### src/logic/cpm_pkg.sv
// shared constants and types of the clock and power mode control block
package cpm_pkg;
    // register byte addresses on the avalon bus
    localparam logic [31:0] PowerKeyFirstAddr  = 32'hffff0404;
    localparam logic [31:0] PowerCtrlAddr      = 32'hffff0408;
    localparam logic [31:0] PowerKeySecondAddr = 32'hffff040c;
    localparam logic [31:0] ClockKeyFirstAddr  = 32'hffff0410;
    localparam logic [31:0] ClockModeAddr      = 32'hffff0414;
    localparam logic [31:0] ClockKeySecondAddr = 32'hffff0418;
    localparam logic [31:0] StatusAddr         = 32'hffff041c;

    // unlock key values
    localparam logic [15:0] PowerKeyFirstVal  = 16'h0001;
    localparam logic [15:0] PowerKeySecondVal = 16'h00f4;
    localparam logic [15:0] ClockKeyFirstVal  = 16'h00aa;
    localparam logic [15:0] ClockKeySecondVal = 16'h0055;

    // reset values
    localparam logic [7:0]  ClockModeReset = 8'h21;
    localparam logic [7:0]  PowerCtrlReset = 8'h03;
    localparam logic [15:0] KeyReset       = 16'h0000;

    // field positions
    localparam int RefOscBit     = 5;
    localparam int ClockModeLsb  = 0;
    localparam int PowerStateLsb = 4;
    localparam int DividerLsb    = 0;
    localparam int StatusHaltBit = 0;
    localparam int StatusExtBit  = 1;

    // clock mode codes
    localparam logic [1:0] ModePll    = 2'h1;
    localparam logic [1:0] ModeExtPin = 2'h3;

    // power state codes
    localparam logic [2:0] StateActive = 3'h0;
    localparam logic [2:0] StatePause  = 3'h1;
    localparam logic [2:0] StateNap    = 3'h2;
    localparam logic [2:0] StateSleep  = 3'h3;
    localparam logic [2:0] StateStop   = 3'h4;

    // divider: code n divides by 2**n, largest ratio 128
    localparam int DivCountWidth = 7;

    // one key-guarded register's access strobes, valid at the completing bus edge
    typedef struct packed {
        logic        firstWr;
        logic        targetWr;
        logic        secondWr;
        logic [15:0] data;
    } cpm_key_seq_type;
endpackage

### src/logic/cpm_key_guard.sv
// unlock sequencer: first key, target write, second key, then commit
`timescale 1ns/10ps
module cpm_key_guard #(
    parameter logic [15:0] FirstKey  = 16'h0000,
    parameter logic [15:0] SecondKey = 16'h0000
) (
    input  wire logic                     sys_clk,
    input  wire logic                     sys_rst,
    input  wire cpm_pkg::cpm_key_seq_type seq,
    output logic                          commit,
    output logic [7:0]                    stagedValue
);
    typedef enum logic [1:0] {Idle, Armed, Staged} cpm_guard_state_type;

    cpm_guard_state_type state_reg;
    cpm_guard_state_type state_next;
    logic                commit_reg;
    logic                commit_next;
    logic [7:0]          staged_reg;
    logic [7:0]          staged_next;

    always_comb
    begin
        state_next  = state_reg;
        commit_next = 1'b0;
        staged_next = staged_reg;
        case (state_reg)
            Idle:
            begin
                if (seq.firstWr && seq.data == FirstKey)
                    state_next = Armed;
            end
            Armed:
            begin
                // a second key without a staged value leaves the register alone
                if (seq.targetWr)
                begin
                    state_next  = Staged;
                    staged_next = seq.data[7:0];
                end
                else if (seq.firstWr)
                    state_next = (seq.data == FirstKey) ? Armed : Idle;
                else if (seq.secondWr)
                    state_next = Idle;
            end
            Staged:
            begin
                if (seq.secondWr)
                begin
                    state_next  = Idle;
                    commit_next = (seq.data == SecondKey);
                end
                else if (seq.firstWr)
                    state_next = (seq.data == FirstKey) ? Armed : Idle;
                else if (seq.targetWr)
                    state_next = Idle;
            end
            default: state_next = Idle;
        endcase
    end

    always_ff @(posedge sys_clk)
    begin
        if (sys_rst)
        begin
            state_reg  <= Idle;
            commit_reg <= 1'b0;
            staged_reg <= 8'h00;
        end
        else
        begin
            state_reg  <= state_next;
            commit_reg <= commit_next;
            staged_reg <= staged_next;
        end
    end

    assign commit      = commit_reg;
    assign stagedValue = staged_reg;

    guard_commit_cause_a: assert property (@(posedge sys_clk) disable iff (sys_rst)
        commit_reg |-> $past(state_reg == Staged && seq.secondWr && seq.data == SecondKey))
        else $error("commit without full key sequence");
endmodule

### src/logic/cpm_core_divider.sv
// power-of-two core clock divider producing a one-cycle core tick
`timescale 1ns/10ps
module cpm_core_divider (
    input  wire logic       sys_clk,
    input  wire logic       sys_rst,
    input  wire logic [2:0] divCode,
    input  wire logic       halted,
    output logic            coreTick
);
    logic [cpm_pkg::DivCountWidth-1:0] count_reg;
    logic [cpm_pkg::DivCountWidth-1:0] count_next;
    logic [cpm_pkg::DivCountWidth-1:0] limit;
    logic                              tick_reg;
    logic                              tick_next;

    always_comb
    begin
        limit      = cpm_pkg::DivCountWidth'((8'h01 << divCode) - 8'h01);
        count_next = count_reg;
        tick_next  = 1'b0;
        // ticks stop while halted; counting restarts from zero on wake
        if (halted)
            count_next = '0;
        else if (count_reg >= limit)
        begin
            count_next = '0;
            tick_next  = 1'b1;
        end
        else
            count_next = count_reg + 1'b1;
    end

    always_ff @(posedge sys_clk)
    begin
        if (sys_rst)
        begin
            count_reg <= '0;
            tick_reg  <= 1'b0;
        end
        else
        begin
            count_reg <= count_next;
            tick_reg  <= tick_next;
        end
    end

    assign coreTick = tick_reg;

    divider_tick_period_a: assert property (@(posedge sys_clk) disable iff (sys_rst)
        tick_reg |-> $past(count_reg) >= $past(limit) && !$past(halted))
        else $error("core tick before divider count ran out");
    divider_halt_quiet_a: assert property (@(posedge sys_clk) disable iff (sys_rst)
        halted [*2] |-> !tick_reg)
        else $error("core tick while halted");
endmodule

### src/logic/cpm_clock_power_ctrl.sv
// clock source, core divider and power state control with avalon-mm registers
// Behaviour
// - clock mode bit 5 picks reference: 1 internal oscillator, 0 crystal; resets 1.
// - clock mode bits 1:0: 01 runs from pll, 11 from external pin.
// - power bits 6:4: active, pause, nap, sleep, stop; other codes reserved.
// - in sleep, any external interrupt line or wake timer wakes the core.
// - in stop, only external interrupt lines wake; wake timer ignored.
// - core clock divided by two to the power of divider bits 2:0.
// - guarded registers change only after the full key unlock sequence; a wake sets power bits 6:4 to active without one.
//
// The Avalon-MM slave port was left to the implementer.
`timescale 1ns/10ps
module cpm_clock_power_ctrl (
    input  wire logic        sys_clk,
    input  wire logic        sys_rst,
    input  wire logic [31:0] avs_address,
    input  wire logic        avs_read,
    input  wire logic        avs_write,
    input  wire logic [31:0] avs_writedata,
    input  wire logic [3:0]  avs_byteenable,
    output logic [31:0]      avs_readdata,
    output logic             avs_waitrequest,
    input  wire logic [3:0]  extIrq,
    input  wire logic        wakeTimer,
    output logic             refOscInternal,
    output logic             clkSrcPll,
    output logic             clkSrcExtPin,
    output logic [2:0]       powerState,
    output logic             coreHalted,
    output logic             coreTick
);
    logic                     ack_reg;
    logic                     ack_next;
    logic [31:0]              readData_reg;
    logic [31:0]              readData_next;
    logic                     wrDone;
    logic [15:0]              wrData;
    cpm_pkg::cpm_key_seq_type powSeq;
    cpm_pkg::cpm_key_seq_type clkSeq;
    logic                     powCommit;
    logic                     clkCommit;
    logic [7:0]               powStaged;
    logic [7:0]               clkStaged;
    // declared up front: the bus read mux looks at them
    logic [7:0]               powerCtrl_reg;
    logic [7:0]               powerCtrl_next;
    logic [7:0]               clockMode_reg;
    logic [7:0]               clockMode_next;
    logic                     clkSrcExtPin_reg;
    logic                     coreHalted_reg;
    logic                     waitReq_reg;
    logic                     waitReq_next;

    // bus slave: answer one cycle after the request is seen
    always_comb
    begin
        ack_next      = (avs_read || avs_write) && !ack_reg;
        readData_next = readData_reg;
        // own flop so waitrequest leaves the block with no gate behind it
        waitReq_next  = !ack_next;
        if (avs_read && !ack_reg)
        begin
            case (avs_address)
                cpm_pkg::PowerCtrlAddr: readData_next = {24'h000000, powerCtrl_reg};
                cpm_pkg::ClockModeAddr: readData_next = {24'h000000, clockMode_reg};
                cpm_pkg::StatusAddr:
                begin
                    readData_next = 32'h00000000;
                    readData_next[cpm_pkg::StatusHaltBit] = coreHalted_reg;
                    readData_next[cpm_pkg::StatusExtBit]  = clkSrcExtPin_reg;
                end
                // key registers are write only and read as zero
                default: readData_next = {16'h0000, cpm_pkg::KeyReset};
            endcase
        end
    end

    always_ff @(posedge sys_clk)
    begin
        if (sys_rst)
        begin
            ack_reg      <= 1'b0;
            waitReq_reg  <= 1'b1;
            readData_reg <= 32'h00000000;
        end
        else
        begin
            ack_reg      <= ack_next;
            waitReq_reg  <= waitReq_next;
            readData_reg <= readData_next;
        end
    end

    // write strobes at the edge where the master sees waitrequest low
    always_comb
    begin
        wrDone          = avs_write && ack_reg && avs_byteenable[0];
        wrData          = avs_writedata[15:0];
        if (!avs_byteenable[1])
            wrData[15:8] = 8'h00;
        powSeq.firstWr  = wrDone && avs_address == cpm_pkg::PowerKeyFirstAddr;
        powSeq.targetWr = wrDone && avs_address == cpm_pkg::PowerCtrlAddr;
        powSeq.secondWr = wrDone && avs_address == cpm_pkg::PowerKeySecondAddr;
        powSeq.data     = wrData;
        clkSeq.firstWr  = wrDone && avs_address == cpm_pkg::ClockKeyFirstAddr;
        clkSeq.targetWr = wrDone && avs_address == cpm_pkg::ClockModeAddr;
        clkSeq.secondWr = wrDone && avs_address == cpm_pkg::ClockKeySecondAddr;
        clkSeq.data     = wrData;
    end

    cpm_key_guard #(
        .FirstKey  (cpm_pkg::PowerKeyFirstVal),
        .SecondKey (cpm_pkg::PowerKeySecondVal)
    ) powerGuard (
        .sys_clk     (sys_clk),
        .sys_rst     (sys_rst),
        .seq         (powSeq),
        .commit      (powCommit),
        .stagedValue (powStaged)
    );

    cpm_key_guard #(
        .FirstKey  (cpm_pkg::ClockKeyFirstVal),
        .SecondKey (cpm_pkg::ClockKeySecondVal)
    ) clockGuard (
        .sys_clk     (sys_clk),
        .sys_rst     (sys_rst),
        .seq         (clkSeq),
        .commit      (clkCommit),
        .stagedValue (clkStaged)
    );

    // guarded registers and power state
    logic [2:0] curState;
    logic [2:0] newState;
    logic [1:0] newMode;
    logic       wakeNow;
    logic       powValid;
    logic       clkValid;

    always_comb
    begin
        curState = powerCtrl_reg[cpm_pkg::PowerStateLsb +: 3];
        newState = powStaged[cpm_pkg::PowerStateLsb +: 3];
        newMode  = clkStaged[cpm_pkg::ClockModeLsb +: 2];
        powValid = newState <= cpm_pkg::StateStop;
        clkValid = newMode == cpm_pkg::ModePll || newMode == cpm_pkg::ModeExtPin;
        case (curState)
            cpm_pkg::StatePause: wakeNow = (|extIrq) || wakeTimer;
            cpm_pkg::StateNap:   wakeNow = (|extIrq) || wakeTimer;
            cpm_pkg::StateSleep: wakeNow = (|extIrq) || wakeTimer;
            cpm_pkg::StateStop:  wakeNow = |extIrq;
            default:             wakeNow = 1'b0;
        endcase
        powerCtrl_next = powerCtrl_reg;
        // a committed write wins over a wake in the same cycle
        if (powCommit && powValid)
        begin
            powerCtrl_next = 8'h00;
            powerCtrl_next[cpm_pkg::PowerStateLsb +: 3] = newState;
            powerCtrl_next[cpm_pkg::DividerLsb +: 3]    = powStaged[cpm_pkg::DividerLsb +: 3];
        end
        else if (wakeNow)
            powerCtrl_next[cpm_pkg::PowerStateLsb +: 3] = cpm_pkg::StateActive;
        clockMode_next = clockMode_reg;
        if (clkCommit && clkValid)
        begin
            clockMode_next = 8'h00;
            clockMode_next[cpm_pkg::RefOscBit]          = clkStaged[cpm_pkg::RefOscBit];
            clockMode_next[cpm_pkg::ClockModeLsb +: 2]  = newMode;
        end
    end

    always_ff @(posedge sys_clk)
    begin
        if (sys_rst)
        begin
            powerCtrl_reg <= cpm_pkg::PowerCtrlReset;
            clockMode_reg <= cpm_pkg::ClockModeReset;
        end
        else
        begin
            powerCtrl_reg <= powerCtrl_next;
            clockMode_reg <= clockMode_next;
        end
    end

    // registered decode of the control fields
    logic       refOscInternal_reg;
    logic       clkSrcPll_reg;
    logic [2:0] powerState_reg;
    logic       refOscInternal_next;
    logic       clkSrcPll_next;
    logic       clkSrcExtPin_next;
    logic [2:0] powerState_next;
    logic       coreHalted_next;

    always_comb
    begin
        refOscInternal_next = clockMode_reg[cpm_pkg::RefOscBit];
        clkSrcPll_next      = clockMode_reg[cpm_pkg::ClockModeLsb +: 2] == cpm_pkg::ModePll;
        clkSrcExtPin_next   = clockMode_reg[cpm_pkg::ClockModeLsb +: 2] == cpm_pkg::ModeExtPin;
        powerState_next     = curState;
        coreHalted_next     = curState != cpm_pkg::StateActive;
    end

    always_ff @(posedge sys_clk)
    begin
        if (sys_rst)
        begin
            refOscInternal_reg <= 1'b1;
            clkSrcPll_reg      <= 1'b1;
            clkSrcExtPin_reg   <= 1'b0;
            powerState_reg     <= cpm_pkg::StateActive;
            coreHalted_reg     <= 1'b0;
        end
        else
        begin
            refOscInternal_reg <= refOscInternal_next;
            clkSrcPll_reg      <= clkSrcPll_next;
            clkSrcExtPin_reg   <= clkSrcExtPin_next;
            powerState_reg     <= powerState_next;
            coreHalted_reg     <= coreHalted_next;
        end
    end

    cpm_core_divider coreDivider (
        .sys_clk  (sys_clk),
        .sys_rst  (sys_rst),
        .divCode  (powerCtrl_reg[cpm_pkg::DividerLsb +: 3]),
        .halted   (coreHalted_reg),
        .coreTick (coreTick)
    );

    assign avs_readdata    = readData_reg;
    assign avs_waitrequest = waitReq_reg;
    assign refOscInternal  = refOscInternal_reg;
    assign clkSrcPll       = clkSrcPll_reg;
    assign clkSrcExtPin    = clkSrcExtPin_reg;
    assign powerState      = powerState_reg;
    assign coreHalted      = coreHalted_reg;

    reset_values_a: assert property (@(posedge sys_clk)
        $fell(sys_rst) |-> powerCtrl_reg == 8'h03 && clockMode_reg == 8'h21)
        else $error("wrong register values after reset");
    refosc_follow_a: assert property (@(posedge sys_clk) disable iff (sys_rst)
        ##1 refOscInternal == $past(clockMode_reg[5]))
        else $error("reference select output does not follow bit 5");
    clock_mode_a: assert property (@(posedge sys_clk) disable iff (sys_rst)
        ##1 clkSrcExtPin == ($past(clockMode_reg[1:0]) == 2'h3)
            && clkSrcPll == ($past(clockMode_reg[1:0]) == 2'h1))
        else $error("clock source decode wrong");
    reserved_state_a: assert property (@(posedge sys_clk) disable iff (sys_rst)
        powCommit && powStaged[6:4] > 3'h4 && !wakeNow |=> $stable(powerCtrl_reg))
        else $error("reserved power state accepted");
    sleep_wake_a: assert property (@(posedge sys_clk) disable iff (sys_rst)
        curState == 3'h3 && ((|extIrq) || wakeTimer) && !powCommit
            |=> curState == 3'h0 ##1 !coreHalted)
        else $error("sleep did not wake");
    stop_timer_a: assert property (@(posedge sys_clk) disable iff (sys_rst)
        curState == 3'h4 && !(|extIrq) && wakeTimer && !powCommit |=> curState == 3'h4)
        else $error("wake timer woke stop state");
    guarded_change_a: assert property (@(posedge sys_clk) disable iff (sys_rst)
        !$past(sys_rst) && $changed(clockMode_reg) |-> $past(clkCommit))
        else $error("clock mode changed without unlock");
    bus_answer_a: assert property (@(posedge sys_clk) disable iff (sys_rst)
        (avs_read || avs_write) && avs_waitrequest |=> !avs_waitrequest ##1 avs_waitrequest)
        else $error("bus answer not one cycle after request");

    // register-level checks: they pin the decode, not only the outputs
    divider_guarded_a: assert property (@(posedge sys_clk) disable iff (sys_rst)
        !$past(sys_rst) && $changed(powerCtrl_reg[2:0]) |-> $past(powCommit))
        else $error("divider changed without unlock");
    stop_irq_wake_a: assert property (@(posedge sys_clk) disable iff (sys_rst)
        curState == 3'h4 && (|extIrq) && !powCommit |=> curState == 3'h0)
        else $error("interrupt line did not wake stop state");
    key_read_zero_a: assert property (@(posedge sys_clk) disable iff (sys_rst)
        avs_read && avs_waitrequest && (avs_address == 32'hffff0404
            || avs_address == 32'hffff040c) |=> avs_readdata == 32'h00000000)
        else $error("power key register read not zero");
    reserved_mode_a: assert property (@(posedge sys_clk) disable iff (sys_rst)
        clkCommit && clkStaged[1:0] != 2'h1 && clkStaged[1:0] != 2'h3 |=> $stable(clockMode_reg))
        else $error("reserved clock mode accepted");
    state_decode_a: assert property (@(posedge sys_clk) disable iff (sys_rst)
        ##1 powerState == $past(curState) && coreHalted == ($past(curState) != 3'h0))
        else $error("power state outputs do not follow the field");
    power_commit_a: assert property (@(posedge sys_clk) disable iff (sys_rst)
        powCommit && powValid |=> powerCtrl_reg[6:4] == $past(powStaged[6:4])
            && powerCtrl_reg[2:0] == $past(powStaged[2:0]))
        else $error("unlocked power value not taken");
    bus_idle_a: assert property (@(posedge sys_clk) disable iff (sys_rst)
        !avs_read && !avs_write |=> avs_waitrequest)
        else $error("waitrequest low without a request");
    light_wake_a: assert property (@(posedge sys_clk) disable iff (sys_rst)
        (curState == 3'h1 || curState == 3'h2) && ((|extIrq) || wakeTimer) && !powCommit
            |=> curState == 3'h0)
        else $error("pause or nap did not wake");
    wake_divider_a: assert property (@(posedge sys_clk) disable iff (sys_rst)
        wakeNow && !powCommit |=> $stable(powerCtrl_reg[2:0]))
        else $error("wake changed the divider");
endmodule

### config.mk
export PLATFORM = sky130hd
export DESIGN_NAME = cpm_clock_power_ctrl
export DESIGN_NICKNAME = d
export VERILOG_FILES = /design/src/logic/cpm_pkg.sv /design/src/logic/cpm_key_guard.sv /design/src/logic/cpm_core_divider.sv /design/src/logic/cpm_clock_power_ctrl.sv
export SDC_FILE = /design/constraint.sdc
export NUM_CORES = 1
export LEC_CHECK = 0
export BUFFER_PORTS_ARGS = -buffer_cell sky130_fd_sc_hd__buf_2
export CAP_MARGIN = 20
export CORE_UTILIZATION = 46
export DETAILED_ROUTE_END_ITERATION = 10
export PLACE_DENSITY = 0.77
export SYNTH_ARGS = -nofsm -noshare
export SYNTH_HDL_FRONTEND = slang
export SYNTH_SLANG_ARGS = --single-unit
### constraint.sdc
create_clock -name sys_clk -period 2.3 [get_ports sys_clk]
set_input_delay 0.115 -clock sys_clk [delete_from_list [all_inputs] [get_ports sys_clk]]
set_output_delay 0.115 -clock sys_clk [all_outputs]
set_load 0.1 [all_outputs]
# Word level (Yosys, flattened, before mapping)
# Index checks and enable logic that the tools add are counted.
[word_totals] ff_bits=77 in_bits=77 word_cells=114
[classes] n_addsub=2 magnitude_cmp=2 eq_ne=29 n_shift=1 n_mux=24 bitwise=4 n_reduce_logical=33
[ops] op="$eq A32 B32 Y1 const B" n=7
[ops] op="$eq A16 B8 Y1 const B" n=2
[ops] op="$mux W2" n=14
[ops] op="$pmux W7 S3" n=1
[ops] op="$eq A16 B1 Y1 const B" n=1
[ops] op="$eq A16 B7 Y1 const B" n=1
[ops] op="$ne A4 B3 Y1 const B" n=4
[ops] op="$logic_and A1 B1 Y1" n=14
[ops] op="$pmux W2 S3" n=2
[ops] op="$reduce_or A3 Y1" n=4
[ops] op="$eq A2 B1 Y1 const B" n=4
[ops] op="$eq A2 B2 Y1 const B" n=4
[ops] op="$mux W8" n=1
[ops] op="$add A7 B1 Y7 const B" n=1
[ops] op="$ge A7 B7 Y1" n=1
[ops] op="$shl A1 B3 Y7 const A" n=1
[ops] op="$sub A7 B1 Y7 const B" n=1
[ops] op="$eq A3 B2 Y1 const B" n=2
[ops] op="$mux W3" n=2
[ops] op="$reduce_and A3 Y1" n=2
[ops] op="$logic_not A2 Y1" n=2
[ops] op="$ne A2 B1 Y1 const B" n=2
[ops] op="$not A1 Y1" n=4
[ops] op="$reduce_and A2 Y1" n=2
[ops] op="other kinds (11)" n=16

# Logic depth before layout (Yosys ltp)
# Gate-level depths: netlist of the first run.
[depth] word_depth=7 depth_mapped=8 mapped_depth_nobuf=7

# Modules after synthesis
# Synthesis of the first run repeated with hierarchy kept, for this count alone.
[hier_totals] cells_unflattened=309 hier_area_um2=2772.7
[modules_own_cells] module="cpm_clock_power_ctrl" n_inst=1 cells_each=159 area_per_inst_um2=1308.8 seq_area_each_um2=480.5
[modules_own_cells] module="cpm_core_divider" n_inst=1 cells_each=52 area_per_inst_um2=521.8 seq_area_each_um2=160.2
[modules_own_cells] module="cpm_key_guard (clockGuard)" n_inst=1 cells_each=50 area_per_inst_um2=484.2 seq_area_each_um2=220.2
[modules_own_cells] module="cpm_key_guard (powerGuard)" n_inst=1 cells_each=48 area_per_inst_um2=457.9 seq_area_each_um2=220.2

# Least setup slack after synthesis of the first run
# No wires, ideal clock.
[synth_timing] kind="flip-flop to flip-flop" start="register powerCtrl_reg[2]" end="register coreDivider.count_reg[2] (netlist bit)" setup_time_ps=65 arrival_time_ps=1942 t_required_ps=2235 slack_ps=293 stages_incl_launch_ff=9 period_less_slack_ps=2007 cell_sequence="dfxtp_1 -> clkbuf_1 -> or3_1 -> ha_1 -> nand2b_1 -> a211oi_1 -> o21ai_0 -> a211o_1 -> nor2_1"
[synth_between] elab_chain_cells=4
[synth_rtl] item="start, declared" line="cpm_clock_power_ctrl.sv:45" rtl="logic [7:0] powerCtrl_reg;"
[synth_rtl] item="start signal, assigned" line="cpm_clock_power_ctrl.sv:178" rtl="powerCtrl_reg <= cpm_pkg::PowerCtrlReset;"
[synth_rtl] item="start signal, assigned" line="cpm_clock_power_ctrl.sv:183" rtl="powerCtrl_reg <= powerCtrl_next;"
[synth_rtl] item="$shl A1 B3 Y7" line="cpm_core_divider.sv:18" rtl="limit = cpm_pkg::DivCountWidth'((8'h01 << divCode) - 8'h01);"
[synth_rtl] item="$sub A7 B1 Y7" line="cpm_core_divider.sv:18"
[synth_rtl] item="$ge A7 B7 Y1" line="cpm_core_divider.sv:24" rtl="else if (count_reg >= limit)"
[synth_rtl] item="$reduce_or A3 Y1 (no line)"
[synth_rtl] item="end signal, assigned" line="cpm_core_divider.sv:42" rtl="count_reg <= count_next;"
[synth_rtl] item="end, declared" line="cpm_core_divider.sv:10" rtl="logic [cpm_pkg::DivCountWidth-1:0] count_reg;"
# No other way between the ends.
# A chain may end at the register's enable or synchronous reset.

# Worst setup path after layout of the first run
[layout_timing] start="register powerCtrl_reg[1]" end="register coreDivider.count_reg[4] (netlist bit)"
# The elaborated chain is that of the path after synthesis.

==> metrics.csv, run 1 <==
stage,metric,value,unit
layout,nets,430,
worst_setup_path,cp-end-kind,register,
logic_synthesis,syn_area_per_cell,8.90,um^2
grt,grt_start_max_net_pins,22,
detailed_routing,vias,2111,
logic_synthesis,netlist_instances,271,
min_path,worstHoldEndpoint,powerGuard.commit,
min_path,whs_path_depth,2,
layout,finalNonFillerCells,412,
grt,overflow,0,
worst_setup_path,r2r_end,coreDivider.count_reg[4],
floorplanning,die_w,74.4,um
floorplanning,io_pins,118,
logic_synthesis,muxShareOfSynthArea,0.0420,
worst_setup_path,crit_fanout,8,
sta,finalSetupViolCount,0,
detailed_routing,drt_iter0_drc,91,
sta,clock_skew,0.00369,ns
floorplanning,fp.dieH,74.4,um
clock_network,cts_setup_buffers,0,
clock_network,cts_resized,0,
logic_synthesis,synth-simple-area-share,0.290,
layout,drive_above_1_share,0.275,
layout,fin_util,0.580,
logic_synthesis,yosysWarnings,0,
min_path,hold_class,in -> reg,
worst_setup_path,cp-start-kind,register,
logic_synthesis,ys_seq_area_frac,0.390,
logic_synthesis,synth_edf_count,0,
detailed_routing,totalWireLength,5050,um
worst_setup_path,arrival,2.39,ns
min_path,hp-start,avs_writedata[0],
logic_synthesis,synth_compound_area_frac,0.116,
logic_synthesis,syn_area,2410,um^2
grt,grt_pass1_vias,1916,
run_status,status,finished clean,
clock_network,cts_buffer_depth,2,
sta,worst_pin_slew,0.490,ns
logic_synthesis,synth_fa_ha_area_frac,0.0415,
layout,largest_reg_flops,7,
placement,placed_cells,405,
clock_network,ctsHoldBuffers,0,
logic_synthesis,synthFlopType,dfxtp_1,
clock_network,cts_tree,done,
placement,dp_hpwl,4020,um
layout,area_delta_synth_final,17.4,%
sta,rsz0062_at_grt,false,
logic_synthesis,synth_area_leaders,"dfxtp_1 (39%), buf_4 (8.1%), nor2_1 (4.8%), ha_1 (4.2%), mux2i_1 (3.7%)",
sta,relSlewSlack,0.671,
floorplanning,num_rows,25,
logic_synthesis,yosysTopAreaCell,dfxtp_1,
logic_synthesis,synth_top_family_by_area,simple AND/OR/NAND/NOR gates,
worst_setup_path,critical_path.cell_chain,or3_1 -> ha_1 -> nand2b_1 -> a211oi_1 -> o21ai_0 -> a211o_1 -> nor2_1,
power,ir_drop,359,uV
sta,fin_setup_tns,0,ns
logic_synthesis,yosys-top-cells-count,"dfxtp_1 (47), nor2_1 (31), buf_4 (26), nand2_1 (20)",
sta,fin_crit,2.15,ns
clock_network,clk_latency,0.31,ns
detailed_routing,drtPass1Iterations,4,
placement,numPortBuffers,73,
logic_synthesis,synth_cell_types,49,
logic_synthesis,synth.most_common_cell,dfxtp_1,
power,static-leakage-power,1.29,nW
detailed_routing,postRouteAntennaNets,0,
floorplanning,start_util,0.494,
clock_network,htree_num_levels,2,
grt,grt_antenna_before_repair,0,
sta,hold_viol_final,0,
worst_setup_path,critPathLaunch,powerCtrl_reg[1],
detailed_routing,post-route-drc-count,0,
floorplanning,die-area,5530,um^2
sta,final_max_slew_viol_count,0,
detailed_routing,vias_per_cell,5.12,
logic_synthesis,synth-seq-cells,47,
logic_synthesis,async_reset_ff_frac,0,
worst_setup_path,timing.rr.start,powerCtrl_reg[1],
worst_setup_path,required,2.54,ns
sta,final.period_utilization,0.935,
logic_synthesis,synth_top_area_frac,0.390,
sta,holdWs,0.0575,ns
power,power.density,585,nW/um^2
logic_synthesis,synth-xor-area-share,0.0182,
layout,n_antenna_cell,0,
job,max_cap_viol_count,0,
clock_network,cts.sinks,47,
grt,grt_pass1_wl,8210,um
detailed_routing,wl_per_cell,12.3,um
worst_setup_path,critPathKind,reg -> reg,
worst_setup_path,reg2reg_depth,7,
sta,max_freq,0.465,GHz
clock_network,cts-root-buf,clkbuf_8,
worst_setup_path,slowest_delay,0.41,ns
grt,track_usage,0.195,
clock_network,path_clk_slew,0.08,ns
worst_setup_path,rrSetupSlack,0.15,ns
floorplanning,core,4880,um^2
clock_network,cts_buffers,5,
placement,place.gp.congestion,0.832,
worst_setup_path,slowest_stage,a211o_1,
-- layout make-up --
type	count	area, um^2
fill	458	2050
multi-input combinational	211	1320
sequential	47	941
timing repair buffer	74	373
tap	67	83.8
clock buffer	6	82.6
inverter	6	22.5
clock inverter	1	5.00
-- metrics by stage --
stage	area, um^2	worst slack, ns	total power [mW]
floorplan	2500	0.293	1.13
global placement	2740	0.234	1.16
detailed placement	2740	0.141	1.17
CTS	2830	0.130	1.67
global route	2830	0.0255	1.71
finish	2830	0.150	1.66
-- report_power, final --
part,leakage (nW),switching (mW),internal (mW)
combinational,0.865,0.261,0.0605
sequential,0.380,0.00705,0.821
clock,0.0470,0.270,0.236
total,1.29,0.538,1.12
-- critical path, delay by kind of cell, from the launching register on --
kind	cells	cell delay, ns
compound gates	3	0.76
fa+ha+maj	1	0.28
flops	1	0.38
simple gates	3	0.66
-- worst max path at each step --
stage	to	slack (ns)	depth (start not counted)
4_1_cts	coreDivider.count_reg[5]	0.13	7
3_5_place_dp	coreDivider.count_reg[4]	0.14	7
3_3_place_gp	coreDivider.count_reg[2]	0.23	7
2_1_floorplan	coreDivider.count_reg[2]	0.29	8
5_1_grt	coreDivider.count_reg[4]	0.03	7
6_report	coreDivider.count_reg[4]	0.15	7
-- routing by layer --
metal / GRT usage / up-vias / part of all wire
li1: - / 1066 / -
met1: 0.232 / 984 / 0.45
met2: 0.328 / 53 / 0.49
met3: 0.0488 / 8 / 0.037
met4: 0.0901 / 0 / 0.017
met5: 0 / - / 0
-- layout by cell type (no fill, tap or decap), drive strengths merged, types with 2 or more instances in the layout --
| master | netlist | final |
|---|---|---|
| nand4 | 11 | 11 |
| nand2b | 8 | 8 |
| clkbuf | 3 | 6 |
| nand3 | 11 | 11 |
| a211oi | 3 | 3 |
| and3 | 10 | 10 |
| a32oi | 2 | 2 |
| nand2 | 20 | 20 |
| mux2i | 9 | 9 |
| inv | 6 | 6 |
| or3 | 2 | 2 |
| nor4bb | 2 | 2 |
| nor2b | 4 | 4 |
| nor4 | 7 | 7 |
| o21a | 2 | 2 |
| o21ai | 12 | 12 |
| nor3 | 4 | 4 |
| a211o | 6 | 6 |
| xor2 | 2 | 2 |
| dfxtp | 47 | 47 |
| a21oi | 10 | 10 |
| nor3b | 2 | 2 |
| nor2 | 31 | 31 |
| ha | 8 | 8 |
| or4 | 3 | 3 |
| a22o | 4 | 4 |
| conb | 1 | 26 |
| buf | 29 | 74 |
| xnor2 | 3 | 3 |
-- logic make-up (layout without fill, tap and decap cells) --
group	Yosys count	after routing
AND/OR/NAND/NOR	120	120
flip-flops	47	47
AO/OA/AOI/OAI	42	42
buffers and inverters	38	87
multiplexers	10	10
adder cells (fa/ha/maj)	8	8
XOR/XNOR	5	5
other	1	26
(Power assumes the default switching activity.)
==> run 2, diff against run 1 <==
--- a/config.mk
+++ b/config.mk
@@ -9,6 +9,7 @@
 export CAP_MARGIN = 20
 export CORE_UTILIZATION = 46
 export DETAILED_ROUTE_END_ITERATION = 10
+export GPL_TIMING_DRIVEN = 0
 export PLACE_DENSITY = 0.77
 export SYNTH_ARGS = -nofsm -noshare
 export SYNTH_HDL_FRONTEND = slang
==> run 2 against run 1 <==
- core utilization grew 4.5 points
- worst setup slack better by 0.020 ns
- flip-flop and latch count unchanged
- combinational power increased by 11%
- worst hold slack improved by 0.0040 ns
- first-iteration DRC count rose by 23%
- register-to-register slack gained 0.02 ns
- critical path depth unchanged
- final cell count grew 7.0%
- cell area is 7.7% higher
- via count grew 2.8%
- wire length up 6.0%
- critical endpoint is now coreDivider.count_reg[3]
- largest cell class unchanged
==> metrics.csv, run 2 (synthesized netlist as in run 1, its figures left out) <==
stage,metric,value,unit
grt,grt_pass1_wl,8650,um
power,static-leakage-power,1.44,nW
run_status,status,finished clean,
detailed_routing,top_layer,met4,
floorplanning,io_pins,118,
worst_setup_path,cp-start-kind,register,
sta,final.setup.worst_slack,0.170,ns
placement,dp_hpwl,4260,um
detailed_routing,met2_length,2700,um
floorplanning,die-area,5530,um^2
detailed_routing,post-route-drc-count,0,
detailed_routing,met3WireLength,258,um
sta,clock_skew,0.00234,ns
power,power.density,581,nW/um^2
clock_network,cts.sinks,47,
power,total_power,1.77,mW
worst_setup_path,arrival,2.37,ns
placement,numPortBuffers,72,
grt,overflow,0,
clock_network,htree_num_levels,2,
power,switching_share,0.306,
layout,largest_reg_flops,7,
floorplanning,start_util,0.494,
layout,fill_cells,448,
clock_network,cts_tree,done,
min_path,worstHoldEndpoint,avs_waitrequest,
grt,grt_pass1_vias,1961,
sta,holdWs,0.0615,ns
detailed_routing,vias_per_cell,4.92,
worst_setup_path,critPathLaunch,powerCtrl_reg[1],
sta,fin_setup_tns,0,ns
worst_setup_path,critPathKind,reg -> reg,
sta,final_max_slew_viol_count,0,
layout,layout_commonest_cell,buf_2,
layout,area_delta_synth_final,26.4,%
floorplanning,num_rows,25,
clock_network,cts_resized,0,
layout,final_cell_mix,"buf_2 (73), dfxtp_1 (47), nor2_1 (31), buf_4 (26), conb_1 (26)",
sta,rsz0062_at_grt,false,
clock_network,cts_buffer_depth,2,
min_path,hold_class,in -> reg,
min_path,hp-start,avs_write,
layout,n_antenna_cell,0,
sta,final.period_utilization,0.926,
detailed_routing,wl_per_cell,12.1,um
floorplanning,core,4880,um^2
power,power_frac_seq,0.467,
clock_network,ctsHoldBuffers,0,
grt,grt_antenna_before_repair,0,
detailed_routing,wl_met1,2310,um
placement,place_ws,0.112,ns
power,clkPwrFrac,0.331,
clock_network,clk_latency,0.30,ns
power,p_int,1.23,mW
worst_setup_path,crit_fanout,8,
power,switching_power,0.541,mW
detailed_routing,drt_iter0_drc,112,
sta,finalSetupViolCount,0,
worst_setup_path,rrSetupSlack,0.17,ns
layout,nets,459,
job,max_cap_viol_count,0,
worst_setup_path,cp-end-kind,register,
sta,hold_viol_final,0,
sta,fin_crit,2.13,ns
detailed_routing,drtPass1Iterations,4,
layout,final_area,3050,um^2
detailed_routing,vias,2170,
power,share_comb_of_total_power,0.202,
detailed_routing,postRouteAntennaNets,0,
placement,place.gp.congestion,0.806,
clock_network,cts_setup_buffers,0,
clock_network,cts_buffers,5,
placement,placed_area,2950,um^2
worst_setup_path,required,2.54,ns
sta,worst_pin_slew,0.517,ns
worst_setup_path,r2r_end,coreDivider.count_reg[3],
clock_network,path_clk_slew,0.08,ns
min_path,whs_path_depth,2,
detailed_routing,totalWireLength,5360,um
floorplanning,die_w,74.4,um
worst_setup_path,reg2reg_depth,7,
clock_network,cts-root-buf,clkbuf_8,
floorplanning,fp.dieH,74.4,um
sta,max_freq,0.469,GHz
layout,drive_above_1_share,0.318,
grt,track_usage,0.202,
sta,relSlewSlack,0.655,
power,ir_drop,340,uV
worst_setup_path,timing.rr.start,powerCtrl_reg[1],
grt,grt_start_max_net_pins,14,
-- run 2: changes by cell type in the layout (fill, tap and decap cells not counted) --
cell       previous run  this run
buf_4                 1        26
clkbuf_1              0         3
buf_1                 0         2
bufinv_16             0         1
clkbuf_8              6         5
clkinv_2              1         0
-- run 2: worst max-delay path, stage by stage, from the launching register on --
cell and delay [ns]:
dfxtp_1 0.40, or3_1 0.38, ha_1 0.27, nand2b_1 0.13, a211oi_1 0.21, o21ai_0 0.14, a211o_1 0.42, nor2_1 0.13
-- run 2: area by class of cell --
class | count | area (um^2) | area share
well taps | 67 | 83.8 | 0.0275
multi-input cells | 211 | 1320 | 0.434
plain buffers | 31 | 215 | 0.0706
clock inverters | 1 | 30.0 | 0.00985
clock buffers | 6 | 72.6 | 0.0238
repair buffers | 72 | 360 | 0.118
flip-flops and latches | 47 | 941 | 0.309
inverters | 6 | 22.5 | 0.00739
-- run 2: how the worst max path moves through the flow --
stage                               endpoint  depth (start not counted)  slack, ns
floorplan           coreDivider.count_reg[2]                          8       0.29
global placement    coreDivider.count_reg[6]                          8       0.13
detailed placement  coreDivider.count_reg[6]                          8       0.11
CTS                 coreDivider.count_reg[6]                          8       0.09
global route        coreDivider.count_reg[1]                          7       0.05
finish              coreDivider.count_reg[3]                          7       0.17
-- run 2: power groups by stage --
stage / Combinational, mW / Sequential, mW / Clock [mW]
6_report: 0.358 / 0.828 / 0.586
5_1_grt: 0.379 / 0.830 / 0.627
4_1_cts: 0.356 / 0.828 / 0.595
3_5_place_dp: 0.356 / 0.848 / 0
3_3_place_gp: 0.353 / 0.848 / 0
2_1_floorplan: 0.273 / 0.857 / 0
-- run 2: per-stage QoR --
step | util | cells
2_1_floorplan | - | 296
3_3_place_gp | 0.604 | 435
3_5_place_dp | 0.604 | 435
4_1_cts | 0.625 | 442
5_1_grt | 0.625 | 441
6_report | 0.625 | 441
-- run 2: metal layers --
metal,vias up,global-route usage
li1,1126,-
met1,975,0.248
met2,61,0.352
met3,8,0.0407
met4,0,0.0692
met5,-,0
